$ cat src/srw_pkg.sv
package srw_pkg;

	// ------------------------------------------------------------------
	// Timebase
	// ------------------------------------------------------------------
	localparam longint CLK_PERIOD_NS = 64'd10;

	// ------------------------------------------------------------------
	// Documented times, in their own units
	// ------------------------------------------------------------------
	localparam longint HOLD_PERIOD_MS   = 64'd140;
	localparam longint WD_TIMEOUT_MS    = 64'd1600;
	localparam longint MAN_GLITCH_NS    = 64'd100;
	localparam longint STROBE_PULSE_NS  = 64'd50;
	localparam longint NS_PER_MS        = 64'd1000000;

	// ------------------------------------------------------------------
	// Derived cycle counts
	// ------------------------------------------------------------------
	// Least hold time rounds up
	localparam longint HOLD_CYC_DFLT =
		(HOLD_PERIOD_MS * NS_PER_MS + CLK_PERIOD_NS - 64'd1) / CLK_PERIOD_NS;
	localparam longint WD_CYC_DFLT = (WD_TIMEOUT_MS * NS_PER_MS) / CLK_PERIOD_NS;
	// Longest ignored glitch rounds down
	localparam int unsigned MAN_GLITCH_CYC = int'(MAN_GLITCH_NS / CLK_PERIOD_NS);
	localparam int unsigned MAN_FILT_CYC   = MAN_GLITCH_CYC + 1;
	localparam int unsigned STROBE_MIN_CYC = int'(STROBE_PULSE_NS / CLK_PERIOD_NS);
	localparam int unsigned STROBE_FILT_CYC = 1;
	localparam int unsigned LEVEL_FILT_CYC  = 1;

	// ------------------------------------------------------------------
	// Widths and reset values
	// ------------------------------------------------------------------
	localparam int unsigned CNT_W  = 32;
	localparam int unsigned FILT_W = 8;
	localparam logic        MAN_RST_LVL    = 1'b1;
	localparam logic        LOW_RST_LVL    = 1'b0;

	// ------------------------------------------------------------------
	// Reset cause codes
	// ------------------------------------------------------------------
	localparam logic [1:0] CAUSE_NONE     = 2'h0;
	localparam logic [1:0] CAUSE_SUPPLY   = 2'h1;
	localparam logic [1:0] CAUSE_MANUAL   = 2'h2;
	localparam logic [1:0] CAUSE_WATCHDOG = 2'h3;

	typedef enum logic [1:0] {
		ST_ACTIVE,
		ST_HOLD,
		ST_RUN
	} srw_state_e;

endpackage

$ cat src/srw_top.sv
`timescale 1ns/1ns
// Notes on behaviour
// - Reset asserts on supply low, manual reset low, or watchdog expiry.
// - After any source releases, reset stays asserted for the full hold period.
// - Dual variant drives complementary outputs; single variant drives only active-low.
// - An undriven manual reset input counts as high.
// - Manual reset is debounced so a push-button gives one clean event.
// - Manual reset lows up to 100 ns are ignored.
// - Every strobe edge, rising or falling, clears the watchdog counter.
// - Strobe pulses of 50 ns are recognised as valid edges.
// - Watchdog reaching its timeout asserts reset with a full pulse.
// - Supply-low or manual reset also clears the watchdog counter.
// - Watchdog stays cleared while reset is asserted; counts only after release.
// - A floating strobe input disables the watchdog entirely.
module srw_top
	import srw_pkg::*;
#(
	parameter longint HOLD_CYC   = HOLD_CYC_DFLT,
	parameter longint WD_CYC     = WD_CYC_DFLT,
	parameter bit     HAS_WDOG   = 1'b1,
	parameter bit     HAS_MANUAL = 1'b1,
	parameter bit     HAS_DUAL   = 1'b0
)
(
	input  wire logic       i_sys_clk,
	input  wire logic       i_rstn,
	input  wire logic       i_supply_low,
	input  wire logic       i_manual_reset_n,
	input  wire logic       i_manual_reset_driven,
	input  wire logic       i_watchdog_strobe_in,
	input  wire logic       i_watchdog_strobe_driven,
	output logic            o_reset_n,
	output logic            o_reset,
	output logic [1:0]      o_reset_cause
);

	localparam logic [CNT_W-1:0] HOLD_LAST = CNT_W'(HOLD_CYC - 64'd1);
	localparam logic [CNT_W-1:0] WD_LAST   = CNT_W'(WD_CYC - 64'd1);

	// ------------------------------------------------------------------
	// Input conditioning
	// ------------------------------------------------------------------
	logic supply_s;
	logic man_s;
	logic man_f;
	logic man_drv_s;
	logic strobe_f;
	logic wd_en_s;

	srw_input_cond #(.FILT_CYC(LEVEL_FILT_CYC), .RST_LVL(LOW_RST_LVL)) u_supply (
		.i_sys_clk (i_sys_clk),
		.i_rstn    (i_rstn),
		.i_raw     (i_supply_low),
		.o_sync    (supply_s),
		.o_filt    ()
	);

	// Filter rejects short lows and settles bounce into one level change
	srw_input_cond #(.FILT_CYC(MAN_FILT_CYC), .RST_LVL(MAN_RST_LVL)) u_manual (
		.i_sys_clk (i_sys_clk),
		.i_rstn    (i_rstn),
		.i_raw     (i_manual_reset_n),
		.o_sync    (man_s),
		.o_filt    (man_f)
	);

	// Each pin is synchronised alone; gating two raw pins could glitch
	srw_input_cond #(.FILT_CYC(LEVEL_FILT_CYC), .RST_LVL(MAN_RST_LVL)) u_manual_drv (
		.i_sys_clk (i_sys_clk),
		.i_rstn    (i_rstn),
		.i_raw     (i_manual_reset_driven),
		.o_sync    (man_drv_s),
		.o_filt    ()
	);

	srw_input_cond #(.FILT_CYC(STROBE_FILT_CYC), .RST_LVL(LOW_RST_LVL)) u_strobe (
		.i_sys_clk (i_sys_clk),
		.i_rstn    (i_rstn),
		.i_raw     (i_watchdog_strobe_in),
		.o_sync    (),
		.o_filt    (strobe_f)
	);

	srw_input_cond #(.FILT_CYC(LEVEL_FILT_CYC), .RST_LVL(LOW_RST_LVL)) u_strobe_drv (
		.i_sys_clk (i_sys_clk),
		.i_rstn    (i_rstn),
		.i_raw     (i_watchdog_strobe_driven),
		.o_sync    (wd_en_s),
		.o_filt    ()
	);

	// ------------------------------------------------------------------
	// Source decoding
	// ------------------------------------------------------------------
	logic                strobe_prev_q;
	srw_state_e          state_q;
	srw_state_e          state_d;
	logic [CNT_W-1:0]    hold_cnt_q;
	logic [CNT_W-1:0]    hold_cnt_d;
	logic [CNT_W-1:0]    wd_cnt_q;
	logic [CNT_W-1:0]    wd_cnt_d;
	logic [1:0]          cause_q;
	logic [1:0]          cause_d;
	logic                reset_n_q;
	logic                reset_hi_q;

	// An undriven pin sits on its pull-up; a driver that takes over while
	// the filtered level is still low is seen as a press
	wire manual_low   = HAS_MANUAL & ~man_f & man_drv_s;
	wire level_src    = supply_s | manual_low;
	// Both edge directions clear the counter; a 50 ns pulse spans five samples
	wire strobe_edge  = strobe_f ^ strobe_prev_q;
	wire wd_enabled   = HAS_WDOG & wd_en_s;
	wire wd_at_limit  = wd_cnt_q == WD_LAST;
	wire wd_expire    = (state_q == ST_RUN) & wd_enabled & wd_at_limit
		& ~strobe_edge;
	wire hold_done    = hold_cnt_q == HOLD_LAST;
	wire reset_next   = state_d != ST_RUN;
	wire [1:0] level_cause = supply_s ? CAUSE_SUPPLY : CAUSE_MANUAL;

	// ------------------------------------------------------------------
	// Reset sequencer
	// ------------------------------------------------------------------
	always_comb
	begin
		state_d    = state_q;
		hold_cnt_d = '0;
		cause_d    = cause_q;
		case (state_q)
			ST_ACTIVE:
			begin
				if (!level_src)
					state_d = ST_HOLD;
			end
			ST_HOLD:
			begin
				if (level_src)
				begin
					state_d = ST_ACTIVE;
					cause_d = level_cause;
				end
				else if (hold_done)
					state_d = ST_RUN;
				else
					hold_cnt_d = hold_cnt_q + CNT_W'(1);
			end
			ST_RUN:
			begin
				if (level_src)
				begin
					state_d = ST_ACTIVE;
					cause_d = level_cause;
				end
				else if (wd_expire)
				begin
					// Expiry has no level to wait on, so go straight to hold
					state_d = ST_HOLD;
					cause_d = CAUSE_WATCHDOG;
				end
			end
			default:
			begin
				state_d = ST_ACTIVE;
			end
		endcase
	end

	// ------------------------------------------------------------------
	// Watchdog counter
	// ------------------------------------------------------------------
	// Held clear while reset is out, on any edge, or when disabled; this
	// also covers clearing on supply-low and manual reset entry
	always_comb
	begin
		if (state_q != ST_RUN || level_src || strobe_edge || !wd_enabled)
			wd_cnt_d = '0;
		else if (wd_at_limit)
			wd_cnt_d = '0;
		else
			wd_cnt_d = wd_cnt_q + CNT_W'(1);
	end

	// ------------------------------------------------------------------
	// State registers
	// ------------------------------------------------------------------
	// Start in reset so power-up also sees a full hold period
	always_ff @(posedge i_sys_clk or negedge i_rstn)
	begin
		if (!i_rstn)
		begin
			state_q       <= ST_ACTIVE;
			hold_cnt_q    <= '0;
			wd_cnt_q      <= '0;
			strobe_prev_q <= LOW_RST_LVL;
			cause_q       <= CAUSE_NONE;
		end
		else
		begin
			state_q       <= state_d;
			hold_cnt_q    <= hold_cnt_d;
			wd_cnt_q      <= wd_cnt_d;
			strobe_prev_q <= strobe_f;
			cause_q       <= cause_d;
		end
	end

	// ------------------------------------------------------------------
	// Output registers
	// ------------------------------------------------------------------
	always_ff @(posedge i_sys_clk or negedge i_rstn)
	begin
		if (!i_rstn)
		begin
			reset_n_q  <= 1'b0;
			reset_hi_q <= HAS_DUAL;
		end
		else
		begin
			reset_n_q  <= ~reset_next;
			reset_hi_q <= HAS_DUAL & reset_next;
		end
	end

	assign o_reset_n     = reset_n_q;
	assign o_reset       = reset_hi_q;
	assign o_reset_cause = cause_q;
endmodule

$ cat src/srw_input_cond.sv
`timescale 1ns/1ns
module srw_input_cond
	import srw_pkg::*;
#(
	parameter int unsigned FILT_CYC = 1,
	parameter logic        RST_LVL  = 1'b0
)
(
	input  wire logic i_sys_clk,
	input  wire logic i_rstn,
	input  wire logic i_raw,
	output logic      o_sync,
	output logic      o_filt
);

	logic              meta_q;
	logic              sync_q;
	logic              filt_q;
	logic [FILT_W-1:0] cnt_q;
	logic [FILT_W-1:0] cnt_d;
	logic              filt_d;
	wire               differs  = sync_q != filt_q;
	wire               settled  = cnt_q == FILT_W'(FILT_CYC - 1);

	// ------------------------------------------------------------------
	// Two-stage synchroniser
	// ------------------------------------------------------------------
	always_ff @(posedge i_sys_clk or negedge i_rstn)
	begin
		if (!i_rstn)
		begin
			meta_q <= RST_LVL;
			sync_q <= RST_LVL;
		end
		else
		begin
			meta_q <= i_raw;
			sync_q <= meta_q;
		end
	end

	// ------------------------------------------------------------------
	// Stability filter: level must differ for FILT_CYC cycles
	// ------------------------------------------------------------------
	always_comb
	begin
		cnt_d  = '0;
		filt_d = filt_q;
		if (differs)
		begin
			if (settled)
				filt_d = sync_q;
			else
				cnt_d = cnt_q + FILT_W'(1);
		end
	end

	always_ff @(posedge i_sys_clk or negedge i_rstn)
	begin
		if (!i_rstn)
		begin
			cnt_q  <= '0;
			filt_q <= RST_LVL;
		end
		else
		begin
			cnt_q  <= cnt_d;
			filt_q <= filt_d;
		end
	end

	assign o_sync = sync_q;
	assign o_filt = filt_q;

endmodule

$ cat config.mk
export PLATFORM = sky130hd
export DESIGN_NAME = srw_top
export DESIGN_NICKNAME = d
export VERILOG_FILES = /design/src/srw_pkg.sv /design/src/srw_top.sv /design/src/srw_input_cond.sv
export SDC_FILE = /design/constraint.sdc
export NUM_CORES = 1
export LEC_CHECK = 0
export BUFFER_PORTS_ARGS = -buffer_cell sky130_fd_sc_hd__buf_2
export CAP_MARGIN = 40
export CORE_MARGIN = 2
export CORE_UTILIZATION = 25
export CTS_CLUSTER_SIZE = 16
export DETAILED_ROUTE_END_ITERATION = 8
export MAX_ROUTING_LAYER = met4
export PLACE_DENSITY = 0.38
export SLEW_MARGIN = 0
export SYNTH_ARGS = -nofsm -noshare
export SYNTH_HDL_FRONTEND = slang
export SYNTH_HIERARCHICAL = 1
export SYNTH_SLANG_ARGS = --single-unit
$ cat constraint.sdc
create_clock -name i_sys_clk -period 2 [get_ports i_sys_clk]
set_input_delay 0.1 -clock i_sys_clk [delete_from_list [all_inputs] [get_ports i_sys_clk]]
set_output_delay 0.1 -clock i_sys_clk [all_outputs]
set_load 0.005 [all_outputs]
==> flow_summary.toml, run 1 <==
[run_status]
outcome = "finished with violations"
violations = "negative setup slack"

[layout]
nFillCells = 2048
mostFrequentLayoutCell = "dfrtp_1"
finalNetCount = 591
mostFrequentLayoutCells = "92 x dfrtp_1, 64 x buf_4, 26 x or3_1, 26 x nand2_1"
final_area_sq_um = 6530
areaGrowthSynthToFinish_pct = 30.5
regArea_sq_um = 2460
post-route-util = 0.334
finalNonFillerCells = 848
drive_gt1_frac = 0.281
multiInputGateArea_sq_um = 2570
num_antenna_cells = 0

[power]
p_clk_frac = 0.448
swShare = 0.231
p_seq_frac = 0.514
combPwrFrac = 0.037
peakVddDrop_mv = 0.370
cellLeakagePower_nw = 2.43
p_int_mw = 3.05
p_switching_mw = 0.918
powerDensity_nw_per_um2 = 607

[routing]
wire_per_inst_um = 14.3
ant_nets = 0
drt_iter0_drc = 228
via_per_inst = 4.81
drcViolationCount = 0
vias = 4075
wirelength_um = 12100
dr_wl_met2_um = 5560
wl_met3_um = 326
dr.pass1.iters = 4
drt-met1-wl_um = 6060
dr.max_layer_used = "met4"

[setup_path]
cp_slowest_cell = "or4b_4"
reg2reg_depth = 5
critPathTopFamily = "simple AND/OR/NAND/NOR gates"
required_ns = 2.23
startpoint_type = "register"
arrival_ns = 2.28
critPathMaxFanout = 8
rrSetupSlack_ns = -0.05
path_cells = "or4b_4, or4_4, o21ai_4, buf_8, nor2_2"
path_buf_inv = 1
r2r-end = "hold_cnt_q[0]"
critPathCaptureType = "register"
critPathMaxStageDelay_ns = 0.55
path_class = "register to register"
r2r_start = "hold_cnt_q[14]"

[timing]
finalWorstSetupSlack_ns = -0.0477
fin_crit_ns = 2.05
finClkSkew_ns = 0.00957
fin_hold_ws_ns = 0.318
hold_viol = 0
max_freq_mhz = 488
relSlewSlack = 0.566
rsz0062_at_grt = "true"
setup_viol = 34
worst_pin_slew_ns = 0.651
fin_crit_sh = 1.02
slew_violations = 0

[floorplan]
die_h_um = 145
core_area_sq_um = 19500
row_count = 51
start_util = 0.256
die_w_um = 145
dieArea_sq_um = 21200
ioPinCount = 11

[grt]
grt_use_total = 0.121
grt_first_pass_wirelength_um = 20500
grt_max_degree = 49
antenna_found_initial = 0
grt_pass1_vias = 4071
overflow = 0

[run]
drv_cap = 0

[cts]
cts_tree = "yes"
root_buffer = "clkbuf_16"
clock_latency_ns = 0.35
clkSinkCount = 98
cts_inserted_buffers = 9
cts_buffer_depth = 2
clk_pin_slew_worst_paths_ns = 0.07
htreeDepth = 3

[yosys]
yosys_warnings = 6
synth_nets = 509
syn-cell-area_sq_um = 5000
synthCells = 496
avgSynthCellArea_sq_um = 10.1

[placed_design]
dp_hpwl_um = 8190
gp_congestion = 0.788
dp.cells = 816
port_buffers = 9
dpl_cell_area_sq_um = 5800
preCtsSetupSlack_ns = -0.0621

[hold_path]
min_path_type = "input port to async pin"
## stage by stage
stage | total power [mW] | TNS (ns)
after floorplan | 2.13 | -0.0919
after global placement | 2.22 | -0.710
after detailed placement | 2.22 | -1.36
after CTS | 4.04 | -0.725
after global routing | 4.15 | -3.83
final | 3.96 | -0.965
## layout make-up
cell class | instances | area share
clock buffers | 10 | 0.0351
clock inverters | 6 | 0.0103
flip-flops and latches | 98 | 0.377
repair buffers | 93 | 0.124
well taps | 265 | 0.0508
inverters | 17 | 0.00977
multi-input cells | 359 | 0.394
## metal layers
metal / vias to the layer above / track usage
li1: 2003 / -
met1: 2008 / 0.161
met2: 50 / 0.187
met3: 14 / 0.0248
met4: 0 / 0.0368
met5: - / -
## timing repair
action / in CTS / in global routing
hold buffers: 6 / 0
cloned: 0 / 3
setup buffers: 1 / 6
endpoints found under the hold margin: 46 / 0
setup endpoints to repair: 44 / 65
pin swaps: 3 / 17
gates resized for setup: 18 / 47
## power groups by stage
stage	combinational, mW	sequential, mW	clock, mW
finish	0.148	2.04	1.78
global route	0.172	2.04	1.93
CTS	0.152	2.04	1.85
detailed placement	0.138	2.08	0
global placement	0.138	2.08	0
floorplan	0.0580	2.07	0
## state kept, by name, indices dropped and copies added (netlist names)
register / cells
strobe_prev_q: 1
u_strobe_drv/o_sync: 1
u_manual/cnt_q: 8
state_q: 2
u_strobe/cnt_q: 8
u_supply/o_sync: 1
u_strobe_drv/meta_q: 1
o_reset_n: 1
u_manual/o_sync: 1
u_strobe/o_filt: 1
u_supply/meta_q: 1
hold_cnt_q: 32
u_manual_drv/meta_q: 1
u_manual/o_filt: 1
o_reset_cause: 2
u_strobe/o_sync: 1
u_manual_drv/o_sync: 1
wd_cnt_q: 32
u_manual/meta_q: 1
u_strobe/meta_q: 1
## worst max path at each step
stage                     slack, ns  depth (start not counted)           start             end
after global routing          -0.12                          5     wd_cnt_q[0]    wd_cnt_q[30]
after floorplan               -0.03                          6   hold_cnt_q[0]  hold_cnt_q[28]
after global placement        -0.04                          5  hold_cnt_q[17]  hold_cnt_q[15]
after detailed placement      -0.06                          5  hold_cnt_q[14]  hold_cnt_q[25]
after CTS                     -0.04                          5  hold_cnt_q[14]  hold_cnt_q[16]
final                         -0.05                          5  hold_cnt_q[14]   hold_cnt_q[0]
## worst reg2reg max path, stage by stage, from the launching register on
cell and delay [ns]:
dfrtp_1 0.38, or4b_4 0.55, or4_4 0.52, o21ai_4 0.25
buf_8 0.20, nor2_2 0.05
No activity file was read; power rests on OpenSTA's default activity.
==> inputs of run 2 (changes only) <==
- CORE_ASPECT_RATIO: default -> 1.5
==> flow_summary.toml, run 2 (synthesis results as in run 1) <==
[layout]
post-route-util = 0.327
final_area_sq_um = 6440
mostFrequentLayoutCells = "90 x dfrtp_1, 70 x buf_4, 31 x nor2_1, 27 x or3_1"
top_regs = "hold_cnt_q (32), wd_cnt_q (32)"
nFillCells = 2030
num_antenna_cells = 0
drive_gt1_frac = 0.283
multiInputGateArea_sq_um = 2540
finalNetCount = 595
regArea_sq_um = 2460
mostFrequentLayoutCell = "dfrtp_1"
finalNonFillerCells = 847
areaGrowthSynthToFinish_pct = 28.8

[routing]
wirelength_um = 12400
ant_nets = 0
drcViolationCount = 0
wire_per_inst_um = 14.6
drt_iter0_drc = 186
via_per_inst = 4.85
dr.pass1.iters = 4
vias = 4104

[floorplan]
die_w_um = 119
row_count = 63
die_h_um = 177
ioPinCount = 11
start_util = 0.254
core_area_sq_um = 19700
dieArea_sq_um = 21200

[timing]
setup_viol = 36
worst_pin_slew_ns = 0.590
finClkSkew_ns = 0.00944
finalWorstSetupSlack_ns = -0.0422
fin_crit_ns = 2.04
max_freq_mhz = 490
slew_violations = 0
tns_ns = -0.559
relSlewSlack = 0.601
fin_crit_sh = 1.02
hold_viol = 0
rsz0062_at_grt = "true"

[run_status]
violations = "negative setup slack"
outcome = "finished with violations"

[placed_design]
port_buffers = 9
dp_hpwl_um = 8370
dpl_cell_area_sq_um = 5810
dp.cells = 813
gp_congestion = 0.730

[setup_path]
r2r-end = "wd_cnt_q[24]"
arrival_ns = 2.31
critPathCaptureType = "register"
path_class = "register to register"
r2r_start = "wd_cnt_q[0]"
required_ns = 2.27
reg2reg_depth = 6
startpoint_type = "register"
critPathMaxFanout = 8
rrSetupSlack_ns = -0.04

[cts]
clkSinkCount = 98
htreeDepth = 3
clk_pin_slew_worst_paths_ns = 0.07
cts_inserted_buffers = 9
cts_tree = "yes"
cts_buffer_depth = 2
clock_latency_ns = 0.35
root_buffer = "clkbuf_16"

[grt]
grt_use_total = 0.126
overflow = 0
grt_pass1_vias = 4120
grt_first_pass_wirelength_um = 20600
antenna_found_initial = 0
grt_max_degree = 41

[hold_path]
min_path_type = "input port to async pin"

[run]
drv_cap = 0

[power]
cellLeakagePower_nw = 2.39
peakVddDrop_mv = 0.434
total_power_mw = 3.86
powerDensity_nw_per_um2 = 599
## run 2: cell types whose count changed in the layout (fill, tap and decap cells not counted), sizes merged
cell,before,now
clkbuf,12,11
inv,17,19
bufinv,1,0
buf,85,90
clkinv,3,1
or4,19,20
## run 2: critical path, cell delays in order (launching register included)
cell,delay [ns]
dfrtp_1,0.36
buf_4,0.13
ha_4,0.14
nand3_4,0.09
or4_4,0.51
or4_4,0.51
a211oi_2,0.22
## run 2: worst max-delay path by stage
stage	startpoint	endpoint	slack, ns	cells past startpoint
finish	wd_cnt_q[0]	wd_cnt_q[24]	-0.04	6
CTS	wd_cnt_q[0]	wd_cnt_q[28]	-0.07	5
floorplan	hold_cnt_q[0]	hold_cnt_q[28]	-0.03	6
global route	wd_cnt_q[0]	wd_cnt_q[1]	-0.10	7
global placement	hold_cnt_q[14]	state_q[0]	-0.09	5
detailed placement	hold_cnt_q[14]	state_q[0]	-0.1	5
## run 2: final cells by class
class	instances	share of cell area
clock inverters	5	0.00583
flip-flops and latches	98	0.382
inverters	17	0.00990
repair buffers	96	0.119
multi-input cells	360	0.395
well taps	260	0.0505
clock buffers	11	0.0377
## run 2: layer usage
layer,part of all wire,vias up,track usage
met1,0.43,2036,0.141
met4,0.018,0,0.0505
li1,-,2024,-
met5,0,-,-
met3,0.020,15,0.0229
met2,0.53,29,0.221
## run 2: stage by stage
stage          hold WS, ns  worst slack [ns]
4_1_cts              0.303           -0.0721
2_1_floorplan       -0.196           -0.0306
5_1_grt              0.344            -0.100
3_5_place_dp         0.136           -0.0965
6_report             0.287           -0.0422
3_3_place_gp         0.129           -0.0896
## run 2: power breakdown
group	internal [mW]	leakage (nW)	total, mW	switching, mW
combinational	0.0592	0.936	0.146	0.0868
sequential	2.01	1.32	2.04	0.0259
clock	0.886	0.133	1.68	0.792
## run 2: timing repair
action,4_1_cts,5_1_grt
resized for setup,31,22
hold buffers,6,0
endpoints found under the setup margin,45,65
endpoints found under the hold margin,37,0
cloned,2,2
setup buffers,3,5
pin swaps,8,18
==> inputs of run 3 (changes only) <==
- CELL_PAD_IN_SITES_DETAIL_PLACEMENT: default -> 1
- CELL_PAD_IN_SITES_GLOBAL_PLACEMENT: default -> 2
- PLACE_DENSITY: 0.38 -> 0.52
==> flow_summary.toml, run 3 (synthesis results as in run 1) <==
[layout]
top_regs = "hold_cnt_q (32), wd_cnt_q (32)"
post-route-util = 0.339
finalNonFillerCells = 856
areaGrowthSynthToFinish_pct = 33.7
final_area_sq_um = 6680
mostFrequentLayoutCells = "92 x dfrtp_1, 75 x buf_4, 30 x nor2_1, 26 x nand3_1"
finalNetCount = 604
num_antenna_cells = 0
drive_gt1_frac = 0.310
mostFrequentLayoutCell = "dfrtp_1"

[setup_path]
cp_slowest_cell = "or4b_4"
critPathMaxFanout = 10
path_buf_inv = 2
startpoint_type = "register"
arrival_ns = 2.31
path_cells = "or4b_4, or4_4, o21ai_4, buf_12, clkbuf_16, a21oi_1"
critPathCaptureType = "register"
required_ns = 2.23
critPathMaxStageDelay_ns = 0.52
path_class = "register to register"
critPathTopFamily = "simple AND/OR/NAND/NOR gates"

[cts]
cts_tree = "yes"
clk_pin_slew_worst_paths_ns = 0.07
clock_latency_ns = 0.36
cts_inserted_buffers = 9
clkSinkCount = 98
root_buffer = "clkbuf_16"
htreeDepth = 3
cts_buffer_depth = 2

[routing]
via_per_inst = 4.98
drcViolationCount = 0
drt_iter0_drc = 159
wire_per_inst_um = 17.1
wirelength_um = 14600
ant_nets = 0
dr.pass1.iters = 4
vias = 4267

[timing]
tns_ns = -1.76
slew_violations = 0
fin_crit_sh = 1.04
finalWorstSetupSlack_ns = -0.0812
fin_crit_ns = 2.08
max_freq_mhz = 480
hold_viol = 0
relSlewSlack = 0.609
rsz0062_at_grt = "true"
worst_pin_slew_ns = 0.585
setup_viol = 34
finClkSkew_ns = 0.00857

[grt]
grt_first_pass_wirelength_um = 23500
grt_max_degree = 36
grt_use_total = 0.144
overflow = 0
grt_pass1_vias = 4626
antenna_found_initial = 0

[run_status]
violations = "negative setup slack"
outcome = "finished with violations"

[power]
powerDensity_nw_per_um2 = 594
cellLeakagePower_nw = 2.52
peakVddDrop_mv = 0.389

[floorplan]
die_w_um = 119
dieArea_sq_um = 21200
ioPinCount = 11
row_count = 63
start_util = 0.254
die_h_um = 177
core_area_sq_um = 19700

[placed_design]
dp.cells = 811
dp_hpwl_um = 9790
gp_congestion = 0.738
dpl_cell_area_sq_um = 5820
port_buffers = 9

[hold_path]
min_path_type = "input port to async pin"

[run]
drv_cap = 0
run 3: cell count changes in the layout (fill, tap and decap cells not counted), moves of 4 or more:
cell,before,now
a21oi_1,8,18
a211oi_1,11,2
buf_4,70,75
or3_4,1,5
a211oi_2,7,16
buf_12,1,6
a21oi_2,15,5
or3_1,27,23
run 3: timing repair:
| action | in CTS | in global routing |
|---|---|---|
| buffers inserted | 12 | 7 |
| hold buffers | 6 | 0 |
| gates resized for setup | 27 | 40 |
| cloned | 2 | 3 |
| hold endpoints to repair | 36 | 0 |
| pin swaps | 10 | 21 |
| endpoints found under the setup margin | 43 | 68 |
run 3: final cells by class:
type	instances	area (sq um)
fill	2236	13000
multi-input combinational	360	2620
sequential	98	2460
timing repair buffer	105	927
tap	260	325
clock buffer	11	233
inverter	17	63.8
clock inverter	5	55.1
run 3: where the power goes:
group | switching (mW) | leakage [nW] | internal [mW]
combinational | 0.0933 | 1.06 | 0.0696
clock | 0.800 | 0.136 | 0.968
sequential | 0.0279 | 1.32 | 2.01
total | 0.921 | 2.52 | 3.05
run 3: worst paths after layout:
check                                 from                end  slack, ns  cells after the start
max                         hold_cnt_q[17]     hold_cnt_q[28]      -0.08                      6
min                                 i_rstn  u_manual/cnt_q[2]       0.26                      2
max reg2reg                 hold_cnt_q[17]     hold_cnt_q[28]      -0.08                      6
min reg2reg                u_strobe/meta_q    u_strobe/o_sync       0.35                      0
max in group asynchronous           i_rstn    u_manual/o_filt       1.12                      3
min in group i_sys_clk     u_strobe/meta_q    u_strobe/o_sync       0.35                      0
run 3: stage by stage:
step,total power [mW],hold WS [ns],worst slack (ns)
6_report,3.97,0.263,-0.0812
5_1_grt,4.16,0.306,-0.140
4_1_cts,4.05,0.284,-0.0856
3_5_place_dp,2.23,0.122,-0.112
3_3_place_gp,2.22,0.116,-0.0580
2_1_floorplan,2.13,-0.196,-0.0306
run 3: metal layers:
| layer | vias up | GRT usage | part of all wire |
|---|---|---|---|
| li1 | 2035 | - | - |
| met1 | 2180 | 0.157 | 0.41 |
| met2 | 36 | 0.267 | 0.56 |
| met3 | 16 | 0.0232 | 0.017 |
| met4 | 0 | 0.0466 | 0.017 |
| met5 | - | - | 0 |
